## config.mk

```make
export PLATFORM = sky130hd
export DESIGN_NAME = cwu_top
export DESIGN_NICKNAME = d
export VERILOG_FILES = /design/src/hw/cwu_pkg.sv /design/src/hw/cwu_sync.sv /design/src/hw/cwu_top.sv
export SDC_FILE = /design/constraint.sdc
export NUM_CORES = 1
export LEC_CHECK = 0
export BUFFER_PORTS_ARGS = -buffer_cell sky130_fd_sc_hd__clkbuf_2
export CAP_MARGIN = 5
export CORE_ASPECT_RATIO = 0.9
export CORE_UTILIZATION = 55
export DETAILED_ROUTE_END_ITERATION = 10
export PLACE_DENSITY_LB_ADDON = 0.25
export SYNTH_ARGS = -nofsm -noshare
export SYNTH_HDL_FRONTEND = slang
export SYNTH_SLANG_ARGS = --single-unit
```

## constraint.sdc

```tcl
create_clock -name pclk -period 5.4 [get_ports pclk]
set_clock_uncertainty 0.2 [all_clocks]
set_input_delay 0.81 -clock pclk [delete_from_list [all_inputs] [get_ports pclk]]
set_output_delay 0.81 -clock pclk [all_outputs]
set_load 0.02 [all_outputs]
```

## src/hw/cwu_pkg.sv

```systemverilog
// Constants, register map and types of the complementary waveform unit.
// Assumes an APB slave with byte addresses in the low eight address bits.
package cwu_pkg;

	// ************************************************************
	// Register map, one aligned 32-bit word per register.
	// ************************************************************
	localparam logic [7:0] CWU_OFF_CTRL0 = 8'h00;
	localparam logic [7:0] CWU_OFF_CTRL1 = 8'h04;
	localparam logic [7:0] CWU_OFF_CLKSEL = 8'h08;
	localparam logic [7:0] CWU_OFF_SDCTRL = 8'h0C;
	localparam logic [7:0] CWU_OFF_SDSRC = 8'h10;
	localparam logic [7:0] CWU_OFF_DBRISE = 8'h14;
	localparam logic [7:0] CWU_OFF_DBFALL = 8'h18;
	localparam logic [7:0] CWU_OFF_STEER = 8'h1C;
	localparam logic [7:0] CWU_OFF_IRQSTAT = 8'h20;
	localparam logic [7:0] CWU_OFF_IRQMASK = 8'h24;

	// ************************************************************
	// Field positions.
	// ************************************************************
	localparam int CWU_EN_BIT = 7;
	localparam int CWU_LD_BIT = 6;
	localparam int CWU_IN_BIT = 5;
	localparam int CWU_SD_BIT = 7;
	localparam int CWU_REN_BIT = 6;
	localparam int CWU_LSBD_LO = 4;
	localparam int CWU_LSAC_LO = 2;
	localparam int CWU_CS_BIT = 0;
	localparam int CWU_DB_W = 6;

	// ************************************************************
	// Reset values.
	// ************************************************************
	localparam logic [2:0] CWU_MODE_RST = 3'h0;
	localparam logic [3:0] CWU_POL_RST = 4'h0;
	localparam logic [1:0] CWU_LSBD_RST = 2'h1;
	localparam logic [1:0] CWU_LSAC_RST = 2'h1;
	localparam logic [31:0] CWU_WORD_ZERO = 32'h0000_0000;

	// ************************************************************
	// Output modes, in code order 000 to 111.
	// ************************************************************
	typedef enum logic [2:0] {
		CWU_MODE_ASYNC_STEER, CWU_MODE_SYNC_STEER, CWU_MODE_FWD_BRIDGE, CWU_MODE_REV_BRIDGE,
		CWU_MODE_HALF_BRIDGE, CWU_MODE_PUSH_PULL, CWU_MODE_RSVD6, CWU_MODE_RSVD7
	} cwu_mode_t;

	// Shutdown override level codes.
	localparam logic [1:0] CWU_LVL_INACTIVE = 2'h0;
	localparam logic [1:0] CWU_LVL_TRI = 2'h1;
	localparam logic [1:0] CWU_LVL_LOW = 2'h2;
	localparam logic [1:0] CWU_LVL_HIGH = 2'h3;

	// Dead-band buffer load sequencer.
	typedef enum logic [1:0] {CWU_LD_IDLE, CWU_LD_WAIT_FALL, CWU_LD_WAIT_RISE} cwu_ld_state_t;

endpackage

```

## src/hw/cwu_sync.sv

```systemverilog
// Two-stage synchroniser for a vector of asynchronous levels.
// Assumes each bit is an independent level; no multi-bit coherency is given.
`timescale 1ns/1ps
module cwu_sync #(
	parameter int W = 1
) (
	input wire logic pclk, // Module clock.
	input wire logic presetn, // Asynchronous reset, active low.
	input wire logic [W-1:0] async_in, // Levels from outside the clock domain.
	output logic [W-1:0] sync_out // Levels safe to use in the clock domain.
);
	typedef struct packed {
		logic [W-1:0] stage1;
		logic [W-1:0] stage2;
	} cwu_sync_st_t;

	cwu_sync_st_t s;
	cwu_sync_st_t next_s;

	// The first stage feeds only the second, to give metastability a full cycle.
	always_comb begin
		next_s.stage1 = async_in;
		next_s.stage2 = s.stage1;
	end

	// Both stages clear under reset.
	always_ff @(posedge pclk or negedge presetn) begin
		if (!presetn) begin
			s <= '0;
		end else begin
			s <= next_s;
		end
	end

	assign sync_out = s.stage2;

endmodule // cwu_sync

```

## src/hw/cwu_top.sv

```systemverilog
// Complementary waveform unit: APB registers, shutdown and restart, dead band and output stage.
// Assumes data_in and shutdown_in_n are asynchronous pins and sleep_mode is on pclk.
//
// What this block does
// - After the shutdown flag clears, outputs resume at the first data rising edge.
// - Software clear of the shutdown flag is ignored while any enabled condition holds.
// - With auto-restart on, hardware clears the shutdown flag once all conditions end.
// - The unit keeps working in sleep while its input sources stay active and the internal oscillator clocks it.
// - Dead-band counting continues in sleep when the internal oscillator clocks the unit.
// - Enabling the unit puts it in shutdown, so the override levels apply.
// - Bit 7 of control zero enables the unit when one.
// - Buffer-load copies dead-band buffers on the rising edge after the next falling edge.
// - Buffer-load can only be set while the unit is already enabled.
// - Mode field selects steering, bridge, half-bridge or push-pull; 110 and 111 reserved.
// - Bit 5 of control one reads the current data input level.
// - Polarity bits 3 to 0 invert outputs D, C, B and A.
// - Unimplemented control bits read zero and ignore writes.
// - Clock select bit 0 picks system oscillator at zero, internal oscillator at one.
// - Shutdown inputs are levels; shutdown persists while an enabled input is active.
`timescale 1ns/1ps
module cwu_top import cwu_pkg::*; #(
	parameter int SRC_N = 5
) (
	input wire logic pclk, // Module clock, 40 MHz.
	input wire logic presetn, // Asynchronous reset, active low.
	input wire logic psel, // APB select.
	input wire logic penable, // APB access phase.
	input wire logic pwrite, // APB direction, high for write.
	input wire logic [7:0] paddr, // APB byte address.
	input wire logic [31:0] pwdata, // APB write data.
	output logic [31:0] prdata, // APB read data.
	output logic pready, // APB ready, always high.
	output logic pslverr, // APB error on unmapped address.
	input wire logic data_in, // Selected data input, asynchronous.
	input wire logic [SRC_N-1:0] shutdown_in_n, // Shutdown inputs, active low, asynchronous.
	input wire logic sleep_mode, // Device sleep, system oscillator stopped.
	output logic [3:0] wave_out, // Outputs D, C, B, A.
	output logic [3:0] wave_oe, // Output enables, high while driven.
	output logic clk_src_hfint, // Module clock select to the clock tree.
	output logic irq // Level interrupt.
);
	// ************************************************************
	// Parameter check.
	// ************************************************************
	if (SRC_N < 1 || SRC_N > 8) begin : g_bad_src
		$error("cwu_top: SRC_N must be 1 to 8");
	end

	typedef struct packed {
		logic en;
		logic ld;
		logic [2:0] mode;
		logic [3:0] pol;
		logic clk_sel;
		logic sd;
		logic ren;
		logic [1:0] lsbd;
		logic [1:0] lsac;
		logic [SRC_N-1:0] src_en;
		logic [CWU_DB_W-1:0] db_rise_buf;
		logic [CWU_DB_W-1:0] db_fall_buf;
		logic [CWU_DB_W-1:0] db_rise;
		logic [CWU_DB_W-1:0] db_fall;
		logic [7:0] steer;
		logic [7:0] steer_act;
		logic irq_stat;
		logic irq_mask;
		logic resume_wait;
		cwu_ld_state_t ld_state;
		logic data_q;
		logic [CWU_DB_W-1:0] db_cnt;
		logic pp_tog;
		logic [3:0] out;
		logic [3:0] oe;
		logic [31:0] rdata;
		logic slverr;
	} cwu_state_t;

	cwu_state_t s;
	cwu_state_t next_s;
	logic [SRC_N:0] pins_sync;
	logic din;
	logic [SRC_N-1:0] sd_pins_n;
	logic rise;
	logic fall;
	logic cond;
	logic wr;
	logic rd_setup;
	logic hit;
	logic tick;
	logic a_on;
	logic b_on;
	logic [3:0] raw;
	logic [3:0] shaped;
	logic [3:0] lvl_oe;
	logic [3:0] lvl_val;
	logic [1:0] lvl;
	logic [31:0] rd_word;

	// Pins pass two flops before any logic looks at them.
	cwu_sync #(.W(SRC_N + 1)) u_sync (
		.pclk(pclk),
		.presetn(presetn),
		.async_in({shutdown_in_n, data_in}),
		.sync_out(pins_sync)
	);

	// ************************************************************
	// Decode and events.
	// ************************************************************
	assign din = pins_sync[0];
	assign sd_pins_n = pins_sync[SRC_N:1];
	assign rise = din & ~s.data_q;
	assign fall = ~din & s.data_q;
	assign cond = |(s.src_en & ~sd_pins_n);
	assign wr = psel & penable & pwrite;
	assign rd_setup = psel & ~penable;
	assign tick = ~sleep_mode | s.clk_sel;
	assign a_on = s.data_q & (s.db_cnt >= s.db_rise);
	assign b_on = ~s.data_q & (s.db_cnt >= s.db_fall);

	// Address decode shared by read mux and error answer.
	always_comb begin
		hit = 1'b1;
		rd_word = CWU_WORD_ZERO;
		case (paddr)
			CWU_OFF_CTRL0: rd_word = {24'h0, s.en, s.ld, 3'h0, s.mode};
			CWU_OFF_CTRL1: rd_word = {24'h0, 2'h0, din, 1'h0, s.pol};
			CWU_OFF_CLKSEL: rd_word = {31'h0, s.clk_sel};
			CWU_OFF_SDCTRL: rd_word = {24'h0, s.sd, s.ren, s.lsbd, s.lsac, 2'h0};
			CWU_OFF_SDSRC: rd_word = 32'(s.src_en);
			CWU_OFF_DBRISE: rd_word = 32'(s.db_rise_buf);
			CWU_OFF_DBFALL: rd_word = 32'(s.db_fall_buf);
			CWU_OFF_STEER: rd_word = {24'h0, s.steer};
			CWU_OFF_IRQSTAT: rd_word = {31'h0, s.irq_stat};
			CWU_OFF_IRQMASK: rd_word = {31'h0, s.irq_mask};
			default: hit = 1'b0;
		endcase
	end

	// Raw waveform per mode, before polarity; order is D, C, B, A.
	always_comb begin
		case (cwu_mode_t'(s.mode))
			CWU_MODE_ASYNC_STEER, CWU_MODE_SYNC_STEER: begin
				raw = (s.steer_act[3:0] & {4{s.data_q}}) | (~s.steer_act[3:0] & s.steer_act[7:4]);
			end
			CWU_MODE_FWD_BRIDGE: raw = {s.data_q, 1'b0, 1'b0, 1'b1};
			CWU_MODE_REV_BRIDGE: raw = {1'b0, 1'b1, s.data_q, 1'b0};
			CWU_MODE_HALF_BRIDGE: raw = {b_on, a_on, b_on, a_on};
			CWU_MODE_PUSH_PULL: begin
				raw = {s.data_q & ~s.pp_tog, s.data_q & s.pp_tog, s.data_q & ~s.pp_tog, s.data_q & s.pp_tog};
			end
			default: raw = 4'h0;
		endcase
		shaped = raw ^ s.pol;
	end

	// Shutdown override per output: A and C follow one field, B and D the other.
	always_comb begin
		lvl_oe = 4'hF;
		lvl_val = 4'h0;
		lvl = CWU_LVL_INACTIVE;
		for (int i = 0; i < 4; i++) begin
			lvl = (i % 2 == 0) ? s.lsac : s.lsbd;
			case (lvl)
				CWU_LVL_HIGH: lvl_val[i] = 1'b1;
				CWU_LVL_LOW: lvl_val[i] = 1'b0;
				CWU_LVL_TRI: lvl_oe[i] = 1'b0;
				default: lvl_val[i] = s.pol[i];
			endcase
		end
	end

	// ************************************************************
	// Next state.
	// ************************************************************
	always_comb begin
		next_s = s;
		next_s.data_q = din;
		// Hardware clear first so a register write or a live condition overrides it.
		// automatic restart
		if (s.sd && s.ren && !cond) begin
			next_s.sd = 1'b0;
		end
		if (wr) begin
			case (paddr)
				CWU_OFF_CTRL0: begin
					next_s.en = pwdata[CWU_EN_BIT];
					if (pwdata[CWU_LD_BIT] && s.en) begin
						next_s.ld = 1'b1;
					end
					next_s.mode = pwdata[2:0];
				end
				CWU_OFF_CTRL1: next_s.pol = pwdata[3:0];
				CWU_OFF_CLKSEL: next_s.clk_sel = pwdata[CWU_CS_BIT];
				CWU_OFF_SDCTRL: begin
					next_s.ren = pwdata[CWU_REN_BIT];
					next_s.lsbd = pwdata[CWU_LSBD_LO +: 2];
					next_s.lsac = pwdata[CWU_LSAC_LO +: 2];
					if (pwdata[CWU_SD_BIT]) begin
						next_s.sd = 1'b1;
					end else if (!cond) begin
						next_s.sd = 1'b0;
					end
				end
				CWU_OFF_SDSRC: next_s.src_en = pwdata[SRC_N-1:0];
				CWU_OFF_DBRISE: begin
					next_s.db_rise_buf = pwdata[CWU_DB_W-1:0];
					next_s.db_rise = s.en ? s.db_rise : pwdata[CWU_DB_W-1:0];
				end
				CWU_OFF_DBFALL: begin
					next_s.db_fall_buf = pwdata[CWU_DB_W-1:0];
					next_s.db_fall = s.en ? s.db_fall : pwdata[CWU_DB_W-1:0];
				end
				CWU_OFF_STEER: next_s.steer = pwdata[7:0];
				CWU_OFF_IRQSTAT: next_s.irq_stat = s.irq_stat & ~pwdata[0];
				CWU_OFF_IRQMASK: next_s.irq_mask = pwdata[0];
				default: next_s.en = next_s.en;
			endcase
		end
		if (s.en && cond) begin
			next_s.sd = 1'b1;
		end
		if (!s.en && next_s.en) begin
			next_s.sd = 1'b1;
		end
		// A new shutdown event sets the sticky status; this wins over a clear.
		if (!s.sd && next_s.sd) begin
			next_s.irq_stat = 1'b1;
		end
		if (s.sd && !next_s.sd) begin
			next_s.resume_wait = 1'b1;
		end else if (s.resume_wait && rise) begin
			next_s.resume_wait = 1'b0;
		end
		case (s.ld_state)
			CWU_LD_IDLE: next_s.ld_state = s.ld ? CWU_LD_WAIT_FALL : CWU_LD_IDLE;
			CWU_LD_WAIT_FALL: next_s.ld_state = fall ? CWU_LD_WAIT_RISE : CWU_LD_WAIT_FALL;
			CWU_LD_WAIT_RISE: begin
				if (rise) begin
					next_s.db_rise = s.db_rise_buf;
					next_s.db_fall = s.db_fall_buf;
					next_s.ld = 1'b0;
					next_s.ld_state = CWU_LD_IDLE;
				end
			end
			default: next_s.ld_state = CWU_LD_IDLE;
		endcase
		if (!next_s.en) begin
			next_s.ld = 1'b0;
			next_s.ld_state = CWU_LD_IDLE;
		end
		// Synchronous steering takes new steering data only at a data rising edge.
		if (s.mode != CWU_MODE_SYNC_STEER || rise) begin
			next_s.steer_act = s.steer;
		end
		if (rise || fall) begin
			next_s.db_cnt = '0;
		end else if (tick && s.db_cnt != {CWU_DB_W{1'b1}}) begin
			next_s.db_cnt = s.db_cnt + 1'b1;
		end
		if (rise) begin
			next_s.pp_tog = ~s.pp_tog;
		end
		// Output stage: disabled drives nothing, shutdown or waiting shows the overrides.
		if (!s.en) begin
			next_s.out = 4'h0;
			next_s.oe = 4'h0;
		end else if (s.sd || s.resume_wait) begin
			next_s.out = lvl_val;
			next_s.oe = lvl_oe;
		end else begin
			next_s.out = shaped;
			next_s.oe = 4'hF;
		end
		// Read data and error are caught in the setup phase and shown in the access phase.
		if (rd_setup) begin
			next_s.rdata = pwrite ? CWU_WORD_ZERO : rd_word;
			next_s.slverr = ~hit;
		end
	end

	always_ff @(posedge pclk or negedge presetn) begin
		if (!presetn) begin
			s <= '0;
			s.mode <= CWU_MODE_RST;
			s.pol <= CWU_POL_RST;
			s.lsbd <= CWU_LSBD_RST;
			s.lsac <= CWU_LSAC_RST;
			s.ld_state <= CWU_LD_IDLE;
		end else begin
			s <= next_s;
		end
	end

	assign prdata = s.rdata;
	assign pready = 1'b1;
	assign pslverr = s.slverr & psel & penable;
	assign wave_out = s.out;
	assign wave_oe = s.oe;
	assign clk_src_hfint = s.clk_sel;
	assign irq = s.irq_stat & s.irq_mask;
endmodule // cwu_top

```

Yosys cells after proc, flatten, opt, wreduce, memory -nomap -nowiden. Cells that the tools add are included.

Multiplexer cells: 50. Add/sub/neg operators: 1. Equal/unequal tests: 25. Bitwise gates (word level): 28. Order comparisons: 2. Reduce and logical (&&, ||, !) cells: 38.

Operators by type and width (number): 8-bit case mux with 10 select lines (1); 6-bit two-way mux (9); 53-bit two-way mux (1); 8-bit by 5-bit == test with 1-bit output, second input constant (4); 32-bit two-way mux (1); 12-bit two-way mux (2); 8-bit two-way mux (3); 1-bit two-way mux (20); 4-bit case mux with 5 select lines (1); 2-bit AND reduction (10); 8-bit by 4-bit == test with 1-bit output, second input constant (2); 8-bit by 6-bit == test with 1-bit output, second input constant (2); 1-bit AND (13); 6-bit greater-or-equal comparator (2); 2-bit == test, second input constant (5); 10-bit OR reduction (1); 1-bit logical AND (9); 4-bit AND (2); 8-bit by 3-bit == test with 1-bit output, second input constant (1); 8-bit zero test (1); 2-bit two-way mux (4); 4-bit two-way mux (2); 1-bit case mux with 2 select lines (4); 2-bit nonzero test (4); other kinds (23) (40).

Logic and storage cells: 173. Input bits: 52. Output and inout port bits: 44. Register bits after elaboration: 127.

Depth between registers and ports, before layout.
Word-level depth: 15. Mapped depth: 8. Gate-level depth less buffers: 8.

Hierarchy. Synthesis repeated with hierarchy kept, for this count alone.

Cell total of the unflattened synthesis: 498. Area total of the unflattened synthesis: 5392.7 sq um.

By module, submodules not included: cwu_top (times used 1, seq. area each 2229.6 sq um, cells an instance 486, area an instance 5092.4 sq um); cwu_sync (times used 1, seq. area each 300.3 sq um, cells an instance 12, area an instance 300.3 sq um).

Worst setup path before layout. OpenSTA, ideal clock, no wires.

Kind: input port to flip-flop. Start point: in paddr[4]. End point: reg s[113] in the netlist's numbering. Library setup time: 132 ps. Path slack: 2886 ps. Buffers on the path: 2. Stages: 8. Arrival: 2182 ps. Required time: 5068 ps. Cells stage by stage: buf_6 or4_1 buf_6 nor2_8 nand2_4 a22o_1 a22oi_1 nor2_1.

RTL lines: start, declared (RTL line cwu_top.sv:29) `input wire logic [7:0] paddr,`; end signal, assigned (RTL line cwu_top.sv:292) `s <= next_s;`; end, declared (RTL line cwu_top.sv:79) `cwu_state_t s;`.

Worst setup path after layout.
Start point: reg s[48] in the netlist's numbering. End point: reg s[57] in the netlist's numbering.

Word-level cells in the longest chain between the ends: 3.

Ends and longest elaborated chain: 1-bit inverter (RTL line cwu_top.sv:113) `assign rise = din & ~s.data_q;`; 1-bit AND (RTL line cwu_top.sv:113); via rise (RTL line cwu_top.sv:84) `logic rise;`; 1-bit logical OR (RTL line cwu_top.sv:254) `if (s.mode != CWU_MODE_SYNC_STEER || rise) begin`.

The timed path passes the listed nets, and every way through them passes these cells. A chain may end at the register's enable or synchronous reset.

==> impl_summary.log <==
INFO  metric cts.reportedPaths.clkPinSlew = 0.09 ns
INFO  metric antenna_cells = 0
INFO  metric timing_hold_violations_final = 0
INFO  metric synth_area_leaders = sky130_fd_sc_hd__dfrtp_1 (45%), sky130_fd_sc_hd__mux2_2 (8.9%), sky130_fd_sc_hd__buf_4 (5.6%)
INFO  metric place.detailed.hpwl = 8910 um
INFO  metric fmax = 383 MHz
INFO  metric reg2regPathDepth = 4
INFO  metric synth_enable_flop_cells = 0
INFO  metric max-vdd-ir-drop = 0.000221 V
INFO  metric worst_hold_path_type = register to register
INFO  metric floorplan.initialDensity = 56.5%
INFO  metric detail_route.iter0.violations = about 220
INFO  metric routed_wire_length_per_instance = approximately 18 um
INFO  metric synthFlopType = sky130_fd_sc_hd__dfrtp_1
INFO  metric die-height = 96.5 um
INFO  metric cts_made_buffers = 9
INFO  metric cts_sinks = 101
INFO  metric run_status = finished, final reports clean
INFO  metric ioPinCount = 96
INFO  metric tritoncts = done
INFO  metric layout-area-overhead-vs-synth = 5.85%
INFO  metric grt_pass1_wl = between 15000 and 20000 um
INFO  metric die-width = 107 um
INFO  metric timing.slew.headroom = 11.0%
INFO  metric netlist.area_leader.share = a little under half
INFO  metric worst_slew_pin_slew = approximately 1.3 ns
INFO  metric netlist_top_cells_count = sky130_fd_sc_hd__dfrtp_1 (99), sky130_fd_sc_hd__nand2_1 (51), sky130_fd_sc_hd__mux2_2 (43)
INFO  metric fillerInstances = approximately 800
INFO  metric worstSkewPairLatency = between 0.3 and 0.4 ns
INFO  metric timing.setup.critical_path_class = register to register
INFO  metric final_layout_size_suffix_gt1_share = 24.9%
INFO  metric num_vias = 3811
INFO  metric placeableCoreArea = just under 10000 um^2
INFO  metric dieArea = 10300 um^2
INFO  metric route.detailed.vias_per_inst = 5.77
INFO  metric cts-htree-levels = 3
INFO  metric maxSlewViolCount = 0
INFO  metric total_global_route_track_usage = 24.7%
INFO  metric path_max_fanout = 9
INFO  metric register_area = 2530 um^2
INFO  metric hold_depth = 0
INFO  metric cap_viol_max_count = 0
INFO  metric largest_net_degree_at_the_start_of_global_routing = 54
INFO  metric root_buffer = sky130_fd_sc_hd__clkbuf_8
INFO  metric synth-seq-cells = 101
INFO  metric initial_antenna_violation_count = 0
INFO  metric power-per-cell-area = 249 nW/um^2
INFO  metric post_synth_inst_count = 504
INFO  metric cp.required = 5.45 ns
INFO  metric placement_row_count = 34
INFO  metric wl = around 12000 um
INFO  metric rsz0062_at_grt = no
INFO  metric crit_arrival = 2.66 ns
INFO  metric number_of_distinct_library_cells_after_synthesis = 62
INFO  metric first_global_vias = ~3600
INFO  metric postRouteAntennaNets = 0
INFO  metric worstSetupStartpointType = register
INFO  metric final_core_util = 59.8%
INFO  metric cts-hold-fix-buffers = 0
INFO  metric synth_top_area_cell = sky130_fd_sc_hd__dfrtp_1
INFO  metric syn-cell-area = 5450 um^2
INFO  metric period_share = between 40 and 50%
INFO  metric global_placer_s_final_weighted_congestion = 0.942
INFO  metric overflow = 0
INFO  metric port_buffers = 46
INFO  metric leakagePower = around 2.8 nW
INFO  metric first_pass_iters = 4
INFO  metric finish.net_count = 597
INFO  metric remaining_drc_errors = 0
INFO  metric syn_area_per_cell = 10.8 um^2
INFO  metric cts_setup_buffers = 0
INFO  metric period_minus_slack = between 2 and 3 ns
INFO  metric seq_area_frac_synth = 46.4%
INFO  metric finalSetupTns = 0 ns
INFO  metric end_kind = register
INFO  metric report.final.setup_viol = 0
INFO  metric synth.most_common_cell = sky130_fd_sc_hd__dfrtp_1
INFO  metric multi_input_area = 2540 um^2
INFO  metric yosysWarnings = 0
INFO  metric r2r_setup_slack = between 2 and 3 ns
INFO  metric clock_path_buffers = 2
INFO  metric cts_resized = 0
INFO  metric async_reset_ff_share = 100%
==> worst max-delay path, cell delays in order (launching register included) <==
cell,delay [ns]
sky130_fd_sc_hd__dfrtp_1,0.56
sky130_fd_sc_hd__inv_1,0.11
sky130_fd_sc_hd__ha_1,0.30
sky130_fd_sc_hd__nor4b_2,0.91
sky130_fd_sc_hd__mux2_2,0.42
==> layout by cell type, fill, tap and decap left out, types with 11 or more instances in the layout <==
cell | synthesis | final
sky130_fd_sc_hd__a21oi_1 | 13 | 13
sky130_fd_sc_hd__a22o_1 | 11 | 11
sky130_fd_sc_hd__a22oi_1 | 11 | 11
sky130_fd_sc_hd__clkbuf_2 | 0 | 45
sky130_fd_sc_hd__conb_1 | 2 | 25
sky130_fd_sc_hd__dfrtp_1 | 99 | 99
sky130_fd_sc_hd__ha_1 | 15 | 15
sky130_fd_sc_hd__inv_1 | 23 | 23
sky130_fd_sc_hd__mux2_2 | 43 | 43
sky130_fd_sc_hd__mux2i_1 | 16 | 16
sky130_fd_sc_hd__nand2_1 | 51 | 51
sky130_fd_sc_hd__nor2_1 | 18 | 18
sky130_fd_sc_hd__o21ai_0 | 17 | 17
==> cells by family after synthesis <==
logic type	count (synthesis)	share of synthesized area, %
AO/OA/AOI/OAI	95	11.9
XOR/XNOR	5	0.803
adder cells (fa/ha/maj)	15	3.44
buffers and inverters	79	8.77
flip-flops	101	46.4
multiplexers	60	12.2
other	2	0.138
AND/OR/NAND/NOR	147	16.3
==> through the flow <==
stage	area, um^2	cells	worst slack [ns]	total power [mW]	hold WS, ns
5_1_grt	5770	660	2.63	1.50	0.164
2_1_floorplan	5540	527	2.89	0.892	0.131
4_1_cts	5770	660	2.80	1.45	0.155
6_report	5770	660	2.79	1.44	0.154
3_5_place_dp	5560	645	2.53	0.929	0.135
3_3_place_gp	5560	645	2.52	0.925	0.132
==> worst paths after layout <==
kind / endpoint / start
setup / recovery: s[57] / s[48]
hold / removal: u_sync.sync_out[0] / u_sync.next_s[0]
setup reg to reg: s[57] / s[48]
hold reg to reg: u_sync.sync_out[0] / u_sync.next_s[0]
max in group asynchronous: u_sync.sync_out[3] / presetn
min in group asynchronous: wave_out[1] / presetn
==> state kept, by name, indices dropped and copies added, names as in the netlist <==
signal,flops
clk_src_hfint,1
lvl,2
prdata,8
s,72
u_sync.next_s,6
u_sync.sync_out,6
wave_oe,2
wave_out,4
==> final cells by class <==
class	instances	area share (%)
clock buffers	11	2.45
clock inverters	4	1.26
inverters	23	1.50
multi-input cells	347	43.9
flip-flops and latches	101	43.8
well taps	126	2.73
repair buffers	48	4.29
==> metal layers <==
metal  wire (um)  vias to the layer above  global-route usage [%]
li1            -                     1777                       -
met1        5310                     1877                    33.8
met2        5750                      142                    39.7
met3         836                       15                    5.16
met4         193                        0                    7.76
met5           0                        -                       0
==> report_power, final <==
part           total (mW)  switching, mW  internal [mW]
Clock               0.522          0.251          0.271
Combinational       0.120         0.0842         0.0360
Sequential          0.794         0.0192          0.775
(Power assumes the default switching activity.)
